===== src/acs_params.svh =====
/*
  Constants of the conversion sequencer: field widths, counts, full-scale code.
  Assumes inclusion by bare name from the sequencer files.
*/
`ifndef ACS_PARAMS_SVH
`define ACS_PARAMS_SVH

`define ACS_RES_W          10
`define ACS_RES_MAX        10'h3FF
`define ACS_CHAN_W         5
`define ACS_REF_W          3
`define ACS_CLOCK_DIVIDER_SELECT_W        3
`define ACS_SDLY_W         4
`define ACS_SLEN_W         5
`define ACS_ACC_W          3
`define ACS_ACCUM_W        16
`define ACS_DIV_W          9
`define ACS_SAMPLE_BASE    8'h02
`define ACS_CONV_BASE      8'h0D
`define ACS_CNT_W          8
`define ACS_START_EXTRA    9'h002

`endif


===== src/acs_pkg.sv =====
/*
  Types of the conversion sequencer.
  Assumes nothing beyond a SystemVerilog compiler.
*/
package acs_pkg;

  typedef enum logic [1:0]
  {
    ACS_IDLE  = 2'b00,
    ACS_WAIT  = 2'b01,
    ACS_CONV  = 2'b10
  } acs_state_t;

endpackage : acs_pkg


===== src/acs_prescaler.sv =====
/*
  Prescaler for the converter clock: emits a one-cycle tick per converter
  clock rising edge. Assumes the parent holds run low while idle.
*/
`include "acs_params.svh"

module acs_prescaler
(
  input  wire logic                      sys_clk,
  input  wire logic                      rst,
  input  wire logic                      run,
  input  wire logic [`ACS_CLOCK_DIVIDER_SELECT_W-1:0]   clock_divider_select,
  output logic                           adc_tick
);

  logic [`ACS_DIV_W-1:0] count;
  logic [`ACS_DIV_W-1:0] next_count;
  logic [`ACS_DIV_W-1:0] last;

  // Division factor is 2 << select, so 2..256
  assign last = (`ACS_DIV_W'(2) << clock_divider_select) - `ACS_DIV_W'(1);

  always_comb
  begin
    next_count = count + `ACS_DIV_W'(1);
    if (!run || count == last)
    begin
      next_count = '0;
    end
  end

  // Tick one cycle past half period: with the take cycle and the state
  // change this gives the fixed start delay of factor/2 plus 2
  assign adc_tick = run && (count == (last >> 1) + `ACS_DIV_W'(1));

  always_ff @(posedge sys_clk)
  begin
    if (rst)
    begin
      count <= '0;
    end
    else
    begin
      count <= next_count;
    end
  end

endmodule : acs_prescaler


===== src/acs_sequencer.sv =====
/*
  Conversion sequencer of a 10-bit successive-approximation converter.
  Assumes control bits come from logic on sys_clk and the analog core
  answers with a settled comparator bit on each converter clock tick.
*/
// Notes on behaviour
// - Start write begins conversion; bit reads one meanwhile
// - Single mode clears start bit at completion
// - Channel change applies after running conversion
// - Accumulated or single result sets ready flag
// - Interrupt needs flag, enable and global enable
// - Flag set even with interrupt disabled
// - Event start enable lets events trigger
// - Edge event sets start bit, cleared at completion
// - Free run restarts right after each completion
// - Converter clock divided by selected prescaler
// - Prescaler runs with enable while busy, zero otherwise
// - Conversion begins next converter clock edge
// - Prescaler held idle; fixed start delay
// - Plain conversion lasts thirteen converter cycles
// - Sample capture two cycles after start
// - Ready flag clears on result read or write
// - Sampling lasts two plus delay plus length
// - Debug halt stops converter unless run_in_debug
// - Codes span zero to full scale 0x3FF
// - Result right-adjusted in result register
// - Selections locked during conversion, free last cycle
// - Free run continues only while start bit one
`include "acs_params.svh"

module acs_sequencer
(
  input  wire logic                      sys_clk,
  input  wire logic                      rst,
  input  wire logic                      enable,
  input  wire logic                      continuous_mode_bit,
  input  wire logic                      resolution_select,
  input  wire logic [`ACS_ACC_W-1:0]     accumulation_count,
  input  wire logic [`ACS_CLOCK_DIVIDER_SELECT_W-1:0]   clock_divider_select,
  input  wire logic [`ACS_SDLY_W-1:0]    sample_delay,
  input  wire logic [`ACS_SLEN_W-1:0]    sample_length,
  input  wire logic [`ACS_CHAN_W-1:0]    input_channel_select,
  input  wire logic [`ACS_REF_W-1:0]     reference_select,
  input  wire logic                      start_write,
  input  wire logic                      start_write_value,
  input  wire logic                      event_start_enable,
  input  wire logic                      event_in,
  input  wire logic                      result_ready_int_enable,
  input  wire logic                      global_int_enable,
  input  wire logic                      ready_clear_write,
  input  wire logic                      result_read,
  input  wire logic                      cpu_halted,
  input  wire logic                      run_in_debug,
  input  wire logic                      comparator_in,
  output logic                           start_conversion,
  output logic                           result_ready_flag,
  output logic                           result_ready_irq,
  output logic [`ACS_ACCUM_W-1:0]        result,
  output logic [`ACS_CHAN_W-1:0]         active_channel,
  output logic [`ACS_REF_W-1:0]          active_reference,
  output logic                           sample_hold,
  output logic [`ACS_RES_W-1:0]          sar_trial,
  output logic                           busy
);

  // ****************************************************************
  // Input conditioning
  // ****************************************************************
  // Comparator is analog, so two flip-flops precede any use
  logic cmp_meta;
  logic cmp_sync;
  logic event_prev;
  logic event_edge;

  always_ff @(posedge sys_clk)
  begin
    if (rst)
    begin
      cmp_meta   <= 1'b0;
      cmp_sync   <= 1'b0;
      event_prev <= 1'b0;
    end
    else
    begin
      cmp_meta   <= comparator_in;
      cmp_sync   <= cmp_meta;
      event_prev <= event_in;
    end
  end

  // Event line is on sys_clk, so one register is enough for the edge
  assign event_edge = event_in && !event_prev;

  // ****************************************************************
  // Converter clock
  // ****************************************************************
  logic running;
  logic halted;
  logic tick_raw;
  logic tick;

  // Halt masks ticks only, so the prescaler phase is not disturbed
  assign halted = cpu_halted && !run_in_debug;

  acs_prescaler u_clock_divider_select
  (
    .sys_clk              (sys_clk),
    .rst                  (rst),
    .run                  (running),
    .clock_divider_select (clock_divider_select),
    .adc_tick             (tick_raw)
  );

  assign tick = tick_raw && !halted;

  // ****************************************************************
  // Sequencing
  // ****************************************************************
  acs_pkg::acs_state_t     state;
  acs_pkg::acs_state_t     next_state;
  logic [`ACS_CNT_W-1:0]   cyc;
  logic [`ACS_CNT_W-1:0]   next_cyc;
  logic [`ACS_CNT_W-1:0]   conv_len;
  logic [`ACS_CNT_W-1:0]   samp_end;
  logic [6:0]              samp_done;
  logic [6:0]              next_samp_done;
  logic [6:0]              samp_target;
  logic                    next_start;
  logic                    next_ready;
  logic [`ACS_ACCUM_W-1:0] accum;
  logic [`ACS_ACCUM_W-1:0] next_accum;
  logic [`ACS_ACCUM_W-1:0] next_result;
  logic [`ACS_RES_W-1:0]   next_trial;
  logic [`ACS_RES_W-1:0]   sar_mask;
  logic [`ACS_RES_W-1:0]   final_code;
  logic [`ACS_CHAN_W-1:0]  next_chan;
  logic [`ACS_REF_W-1:0]   next_ref;
  logic                    trigger;
  logic                    last_cyc;
  logic                    conv_done;
  logic                    burst_done;

  // Sampling window and total length in converter cycles
  assign samp_end = `ACS_SAMPLE_BASE + `ACS_CNT_W'(sample_delay)
                    + `ACS_CNT_W'(sample_length);
  assign conv_len = `ACS_CONV_BASE + `ACS_CNT_W'(sample_delay)
                    + `ACS_CNT_W'(sample_length);
  // Counts above six are reserved: seven would overflow the 16-bit sum
  assign samp_target = 7'(1) << accumulation_count;
  assign last_cyc    = (state == acs_pkg::ACS_CONV) && (cyc == conv_len - 8'h01);
  assign conv_done   = last_cyc && tick;
  assign burst_done  = conv_done && (samp_done + 7'(1) == samp_target);

  // Bit under trial: one per converter cycle after the sampling window
  assign sar_mask = (state == acs_pkg::ACS_CONV && cyc >= samp_end
                     && cyc < samp_end + 8'h0A)
                    ? (`ACS_RES_W'(10'h200) >> 4'(cyc - samp_end)) : '0;

  // Reduced resolution drops the two lowest bits
  assign final_code = resolution_select ? {sar_trial[9:2], 2'b00} : sar_trial;

  // Writing zero has no effect; disabled converter ignores all triggers
  assign trigger = enable && ((start_write && start_write_value)
                   || (event_start_enable && event_edge));

  // Prescaler sits at zero while idle for a fixed start delay
  assign running = enable && (state != acs_pkg::ACS_IDLE);
  assign busy    = state != acs_pkg::ACS_IDLE;

  always_comb
  begin
    next_state     = state;
    next_cyc       = cyc;
    next_samp_done = samp_done;
    next_start     = start_conversion;
    next_accum     = accum;
    next_result    = result;
    next_trial     = sar_trial;
    next_chan      = active_channel;
    next_ref       = active_reference;
    next_ready     = result_ready_flag;
    // Clear first, so a completion in the same cycle wins
    if (result_read || ready_clear_write)
    begin
      next_ready = 1'b0;
    end
    // Selections follow requests until the first converter edge
    if (state != acs_pkg::ACS_CONV || last_cyc)
    begin
      next_chan = input_channel_select;
      next_ref  = reference_select;
    end
    if (sar_mask != '0 && tick)
    begin
      next_trial = cmp_sync ? sar_trial : (sar_trial & ~sar_mask);
      next_trial = next_trial | (sar_mask >> 1);
    end
    if (!enable)
    begin
      next_state = acs_pkg::ACS_IDLE;
      next_start = 1'b0;
    end
    else
    begin
      case (state)
        acs_pkg::ACS_IDLE:
        begin
          if (trigger)
          begin
            next_start     = 1'b1;
            next_state     = acs_pkg::ACS_WAIT;
            next_samp_done = '0;
            next_accum     = '0;
          end
        end
        acs_pkg::ACS_WAIT:
        begin
          if (tick)
          begin
            // First trial code: top bit set, lower bits clear
            next_state = acs_pkg::ACS_CONV;
            next_cyc   = '0;
            next_trial = `ACS_RES_W'(10'h200);
          end
        end
        acs_pkg::ACS_CONV:
        begin
          if (tick)
          begin
            next_cyc = cyc + 8'h01;
          end
          // Each sample of a burst restarts the count and trial code
          if (conv_done)
          begin
            next_accum     = accum + `ACS_ACCUM_W'(final_code);
            next_samp_done = samp_done + 7'(1);
            next_cyc       = '0;
            next_trial     = `ACS_RES_W'(10'h200);
          end
          if (burst_done)
          begin
            // Right-adjusted: a single 10-bit code fills the low bits
            next_result    = accum + `ACS_ACCUM_W'(final_code);
            next_ready     = 1'b1;
            next_samp_done = '0;
            next_accum     = '0;
            if (continuous_mode_bit && start_conversion)
            begin
              // Free run re-enters sampling with no idle cycle between results
              next_state = acs_pkg::ACS_CONV;
            end
            else
            begin
              next_state = acs_pkg::ACS_IDLE;
              next_start = 1'b0;
            end
          end
        end
        default:
        begin
          next_state = acs_pkg::ACS_IDLE;
        end
      endcase
    end
  end

  assign sample_hold = (state == acs_pkg::ACS_CONV) && (cyc < samp_end);
  assign result_ready_irq = result_ready_flag && result_ready_int_enable
                            && global_int_enable;

  always_ff @(posedge sys_clk)
  begin
    if (rst)
    begin
      state             <= acs_pkg::ACS_IDLE;
      cyc               <= '0;
      samp_done         <= '0;
      start_conversion  <= 1'b0;
      result_ready_flag <= 1'b0;
      accum             <= '0;
      result            <= '0;
      sar_trial         <= '0;
      active_channel    <= '0;
      active_reference  <= '0;
    end
    else
    begin
      state             <= next_state;
      cyc               <= next_cyc;
      samp_done         <= next_samp_done;
      start_conversion  <= next_start;
      result_ready_flag <= next_ready;
      accum             <= next_accum;
      result            <= next_result;
      sar_trial         <= next_trial;
      active_channel    <= next_chan;
      active_reference  <= next_ref;
    end
  end

endmodule : acs_sequencer


===== config.mk =====
export PLATFORM = sky130hd
export DESIGN_NAME = acs_sequencer
export DESIGN_NICKNAME = d
export VERILOG_FILES = /design/src/acs_pkg.sv /design/src/acs_prescaler.sv /design/src/acs_sequencer.sv
export VERILOG_INCLUDE_DIRS = /design/src /design/src/src
export SDC_FILE = /design/constraint.sdc
export NUM_CORES = 1
export LEC_CHECK = 0
export ABC_AREA = 1
export BUFFER_PORTS_ARGS = -buffer_cell sky130_fd_sc_hd__buf_2
export CAP_MARGIN = 20
export CORE_MARGIN = 2
export CORE_UTILIZATION = 52
export DETAILED_ROUTE_END_ITERATION = 8
export HOLD_SLACK_MARGIN = 0.08
export PLACE_DENSITY = 0.86
export RECOVER_POWER = 100
export SLEW_MARGIN = 20
export SYNTH_ARGS = -nofsm -noshare
export SYNTH_HDL_FRONTEND = slang
export SYNTH_SLANG_ARGS = --single-unit

===== constraint.sdc =====
create_clock -name sys_clk -period 4.1 [get_ports sys_clk]
set_clock_uncertainty 0.1 [all_clocks]
set_input_delay 0.615 -clock sys_clk [delete_from_list [all_inputs] [get_ports sys_clk]]
set_output_delay 0.615 -clock sys_clk [all_outputs]
set_load 0.02 [all_outputs]

---- Word-level counts from Yosys, hierarchy flattened ----
Cells that the tools add are included.
word-level totals
  word-level logic and storage cells ...... 121
  register bits ........................... 81
  bits of input ports ..................... 39
  output and inout port bits .............. 39
operators by class
  multiplexer cells ....................... 33
  bitwise logic cells ..................... 4
  equal/unequal tests ..................... 13
  reduce and logical (&&, ||, !) cells .... 38
  add/subtract/negate cells ............... 13
  shift-type cells ........................ 3
  order comparisons ....................... 3
operator list
  kind                   number
  $mux 10                6
  $mux 16                3
  $pmux 16 s2            1
  $mux 8                 3
  $mux 7                 3
  $pmux 10 s2            1
  $eq 9x9->1             2
  $logic_and 1x1->1      18
  $add 16x10->16         1
  $pmux 8 s2             1
  $pmux 7 s2             1
  $add 5x5->6            2
  $reduce_and 4->1       3
  $and 10x10->10         1
  $mux 2                 5
  $ne 2x2->1 const B     5
  $not 10->10            1
  $or 10x9->10           1
  $reduce_bool 10->1     1
  $shr 10x4->10 const A  1
  $add 8x1->9 const B    1
  $add 9x1->9 const B    1
  $shl 2x3->9 const A    1
  $sub 9x2->9 const B    1
  26 further kinds       43

---- Logic depth before layout (Yosys ltp) ----
  depth in word-level cells ............... 14
  mapped depth ............................ 25
  depth with buffers taken out ............ 25

---- By module ----
Synthesis repeated with hierarchy kept, for this count alone.
unflattened totals
  cells, all modules ...................... 860
  area, all modules ....................... 5,850.6 µm²
modules (own cells, without submodules)
  module         sequential area each (µm²)  cells each  area an instance (µm²)  instances
  acs_sequencer  1,441.4                     707         4,926.0                 1
  acs_prescaler  180.2                       153         924.6                   1

---- Worst setup path after synthesis ----
OpenSTA, ideal clock, no wires.
  kind .................................... input port to flip-flop
  from .................................... in sample_delay[1]
  to ...................................... reg sar_trial[0]
  library setup time ...................... 0.066 ns
  cell stages on the path ................. 21
  arrival ................................. 3.730 ns
  setup slack ............................. 0.204 ns
  data required time ...................... 3.934 ns
  path through ............................ inv_1 -> ha_1 -> inv_1 -> ha_1 -> fa_1 -> ha_1 -> xor2_1 -> ha_1 -> a21oi_1 -> nand2_1 -> nand2_1 -> nand2_1 -> nand2_1 -> nand2_1 -> a21oi_2 -> o311ai_0 -> nand3_1 -> nand2_1 -> nand2_1 -> nand2_1 -> nor2_1
between the ends
  word-level cells in the longest chain between the ends .. 14
RTL lines
  item                                             line                                        text
  from (decl)                                      acs_sequencer.sv:40                         input wire logic [`ACS_SDLY_W-1:0] sample_delay,
  $add 2x4->5 (no line)                            --
  $add 5x5->6 (no line)                            --
  $add 6x4->7 or $ge 8x6->1 (tied branches)        acs_sequencer.sv:156, acs_sequencer.sv:155
  $lt 8x7->1 or $logic_and 1x1->1 (tied branches)  acs_sequencer.sv:156, acs_sequencer.sv:155
  $logic_and 1x1->1                                acs_sequencer.sv:156                        && cyc < samp_end + 8'h0A)
  $mux 10                                          acs_sequencer.sv:155                        assign sar_mask = (state == acs_pkg::ACS_CONV && cyc >= samp_end
  $not 10->10                                      acs_sequencer.sv:195                        next_trial = cmp_sync ? sar_trial : (sar_trial & ~sar_mask);
  $and 10x10->10                                   acs_sequencer.sv:195
  $mux 10                                          acs_sequencer.sv:195
  $or 10x9->10                                     acs_sequencer.sv:196                        next_trial = next_trial | (sar_mask >> 1);
  $mux 10                                          acs_sequencer.sv:193                        if (sar_mask != '0 && tick)
  $mux 10, on equally long branches                acs_sequencer.sv:233, acs_sequencer.sv:218
  $pmux 10 s2                                      acs_sequencer.sv:205                        case (state)
  $mux 10 *                                        acs_sequencer.sv:198                        if (!enable)
  to (signal assigned)                             acs_sequencer.sv:295                        sar_trial <= next_trial;
  to (decl)                                        acs_sequencer.sv:62                         output logic [`ACS_RES_W-1:0] sar_trial,
Mark *: on every way between the ends. The rest lies on a longest branch, timed or not.
A chain may end at the register's enable or synchronous reset.

---- Worst setup path after layout ----
  from .................................... in sample_delay[1]
  to ...................................... reg sar_trial[4]
Same word-level chain as after synthesis.

==> qor.txt <==
Run status -> finished, violations left
Violations in the final reports -> capacitance limit, slew limit
Clock tree from TritonCTS -> built
Iteration-0 DRC Markers -> 310
Source-to-sink clock delay at the later pin of the worst-skew pair -> 340 ps
Synthesis-to-layout area growth -> 12.9%
Cell types occupying the most area after synthesis -> dfxtp_1 (27%), nand2_1 (12%), ha_1 (9.3%), nand3_1 (8.7%), inv_1 (8.2%)
Switching Power -> 0.000617 W
Slew HR -> -0.297
Synth Cell Area -> 5900 um2
Cell variety after synth -> 46
Weighted congestion reported at the end of routability-driven placement -> 0.933
Fraction of final layout cells with drive strength greater than 1 -> 0.0839
Post-synthesis average cell area -> 6.58 um2
Port Buf Inserts -> 77
First-pass GRT wire length -> 24,100 um
Share of the synthesized area in the top cell type -> 0.275
Number of synthesized register bits -> 81
Dominant cell type by area after synthesis -> dfxtp_1
Number of antenna violations at the first check in global routing -> 0
Total Routed Length -> 13,600 um
Synthesized instance count -> 896
Nets@finish -> 1,060
Slew @ Worst Pin -> 1940 ps
Share of total power consumed by net switching -> 0.304
Global Route Usage Sum -> 0.229
Detailed Place HPWL -> 10,300 um
Final antenna diode count -> 0
Sequential share of power -> 0.396
Total number of clock tree sinks -> 81
Sequential cell area fraction in the yosys report -> 0.275
Final min period -> 3780 ps
Clock slew at the register clock pins of the worst setup and hold paths -> 60 ps
Final Cycle Share -> 0.922
Number of H-tree levels -> 3
Part of the total power dissipated in combinational logic -> 0.199
Core Footprint -> 10,900 um2
Endpoints failing setup -> 0
Final Max Tran Viols -> 45
Largest net degree at the start of global routing -> 45
Hold violation count in the final report -> 0
Layout fillers -> 1,033
Post-cts hold buffer count -> 0
Post-detailed-route via-to-cell ratio -> 5.24
HP Class -> reg -> reg
CP Max Fanout -> 7
Arrival time at the worst endpoint -> 3890 ps
Floorplan row count -> 38
Final core utilization -> 0.609
1st-pass router iterations -> 5
Achievable frequency -> 265 MHz
Category of the worst setup path capture point -> flip-flop
Final worst setup slack -> 320 ps
Synthesized Nets -> 984
Setup repair after global routing missed its margin -> no
Power share of the clock group -> 0.405
Data required, critical path -> 4210 ps
P_leak -> 3.15 nW
Die Span X -> 110 um
Number of max-cap violations -> 1
Non-filler cells, final -> 1,117
Height of the die -> 110 um
Cell internal pwr -> 0.00141 W
Number of CTS-inserted buffers -> 9
Congestion Overflow GR -> 0
Warning count from the yosys run -> 0
Placed instance count -> 1,101
Buffers from clock root to sink, at most -> 2
Remaining design rule violation count -> 0
Die Footprint -> 12,200 um2
Io pins -> 78
Worst slack, placed -> -17.6 ps
CP Launch Type -> primary input
Post-CTS Repair Setup Buffers -> 0
Cell chosen for the clock root -> clkbuf_16
Peak VDD IR -> 0.254 mV
Number of nets with antenna violations after routing -> 0
Number of global-route vias before repair -> 5,652
Routed length per placed instance -> 12.2 um
Initial Util -> 0.539
Pwr dens -> 305 nW/um2
Routed via count -> 5,856
Kind of critical path -> in -> reg
worst paths after layout:
kind	startpoint	to	slack, ps	cells after the start
min	cmp_meta	cmp_sync	350	2
max	sample_delay[1]	sar_trial[4]	320	18
min reg2reg	cmp_meta	cmp_sync	350	2
max reg2reg	cyc[0]	samp_done[1]	960	13
synth_stat cells (all sizes together):
library cell  number
a21o               1
nor3              13
nor2             129
nand2            190
fa                 5
xnor2             11
o21bai             2
dfxtp             81
inv              135
a21boi             2
ha                44
o31ai              2
a32o               1
nand3b             8
nand4             14
o21ai             18
a31oi              1
o211ai             2
xor2              30
nor3b              4
o2111ai            2
or2                3
a21oi             50
o21a               6
a211oi            11
clkbuf            11
or3                1
nand3            104
o311ai             1
nor4               3
and3               1
clkinv             1
buf                8
o22ai              1
through the flow:
step | power (W) | hold WS, ps | area, um2 | TNS (ps)
floorplan | 0.00112 | 288 | 5900 | 0
global placement | 0.00121 | 326 | 6410 | 0
detailed placement | 0.00122 | 321 | 6410 | -24.8
CTS | 0.00204 | 333 | 6720 | 0
global route | 0.00213 | 366 | 6660 | 0
finish | 0.00203 | 350 | 6660 | 0
state kept, by name (all words and copies together) (netlist names):
register,cells
result,16
active_channel,5
cyc,8
event_prev,1
sar_trial,10
cmp_sync,1
start_conversion,1
accum,16
result_ready_flag,1
state,2
samp_done,7
active_reference,3
u_clock_divider_select.count,9
cmp_meta,1
power by group through the flow:
stage	Sequential, W	Combinational (W)	Clock (W)
floorplan	0.000828	0.000296	0
global placement	0.000821	0.000391	0
detailed placement	0.000820	0.000402	0
CTS	0.000803	0.000406	0.000832
global route	0.000805	0.000460	0.000861
finish	0.000803	0.000404	0.000822
kinds of logic (layout without fill, tap and decap cells):
family                   after synthesis  in the layout  share of synthesized area
AND/OR/NAND/NOR                      470            470                      0.349
buffers and inverters                155            236                      0.103
AO/OA/AOI/OAI                        100            100                      0.102
flip-flops                            81             81                      0.275
adder cells (fa/ha/maj)               49             49                      0.110
XOR/XNOR                              41             41                     0.0609
critical path, stage by stage:
cell     delay, ps
buf_2           90
inv_1           40
ha_1           290
inv_1           50
ha_1           230
fa_1           530
inv_1           70
ha_1           330
xnor2_1        470
inv_1          180
nand2_1        130
nor2_1          80
o31ai_1        250
nand3_1        180
nand2_2        180
nand2_1         80
nand2_1         70
nor2_1          40
per-layer routing:
metal,global-route usage,vias to the layer above,wire (um)
met3,0.0384,25,676
met2,0.395,146,6430
met1,0.285,2629,6210
met4,0.0858,0,264
li1,-,3056,-
met5,0,-,0
timing repair:
action                                 in CTS  in global routing
gates resized for setup                     0                  3
setup endpoints to repair                   0                  7
endpoints found under the hold margin       0                  0
layout by cell type, fill, tap and decap left out, types with 12 or more instances in the layout:
| master | instances |
|---|---|
| nand2_1 | 187 |
| inv_1 | 129 |
| nor2_1 | 125 |
| nand3_1 | 102 |
| dfxtp_1 | 81 |
| a21oi_1 | 49 |
| ha_1 | 44 |
| clkbuf_1 | 39 |
| buf_2 | 38 |
| xor2_1 | 30 |
| o21ai_0 | 17 |
| nand4_1 | 13 |
| nor3_1 | 12 |
layout make-up:
type / instances / area, um2 / area share
clock buffers: 9 / 225 / 0.0338
inverters: 136 / 510 / 0.0767
well taps: 140 / 175 / 0.0263
clock inverters: 7 / 77.6 / 0.0117
repair buffers: 84 / 382 / 0.0573
multi-input cells: 660 / 3660 / 0.551
flip-flops and latches: 81 / 1620 / 0.244
(Power assumes the default switching activity.)
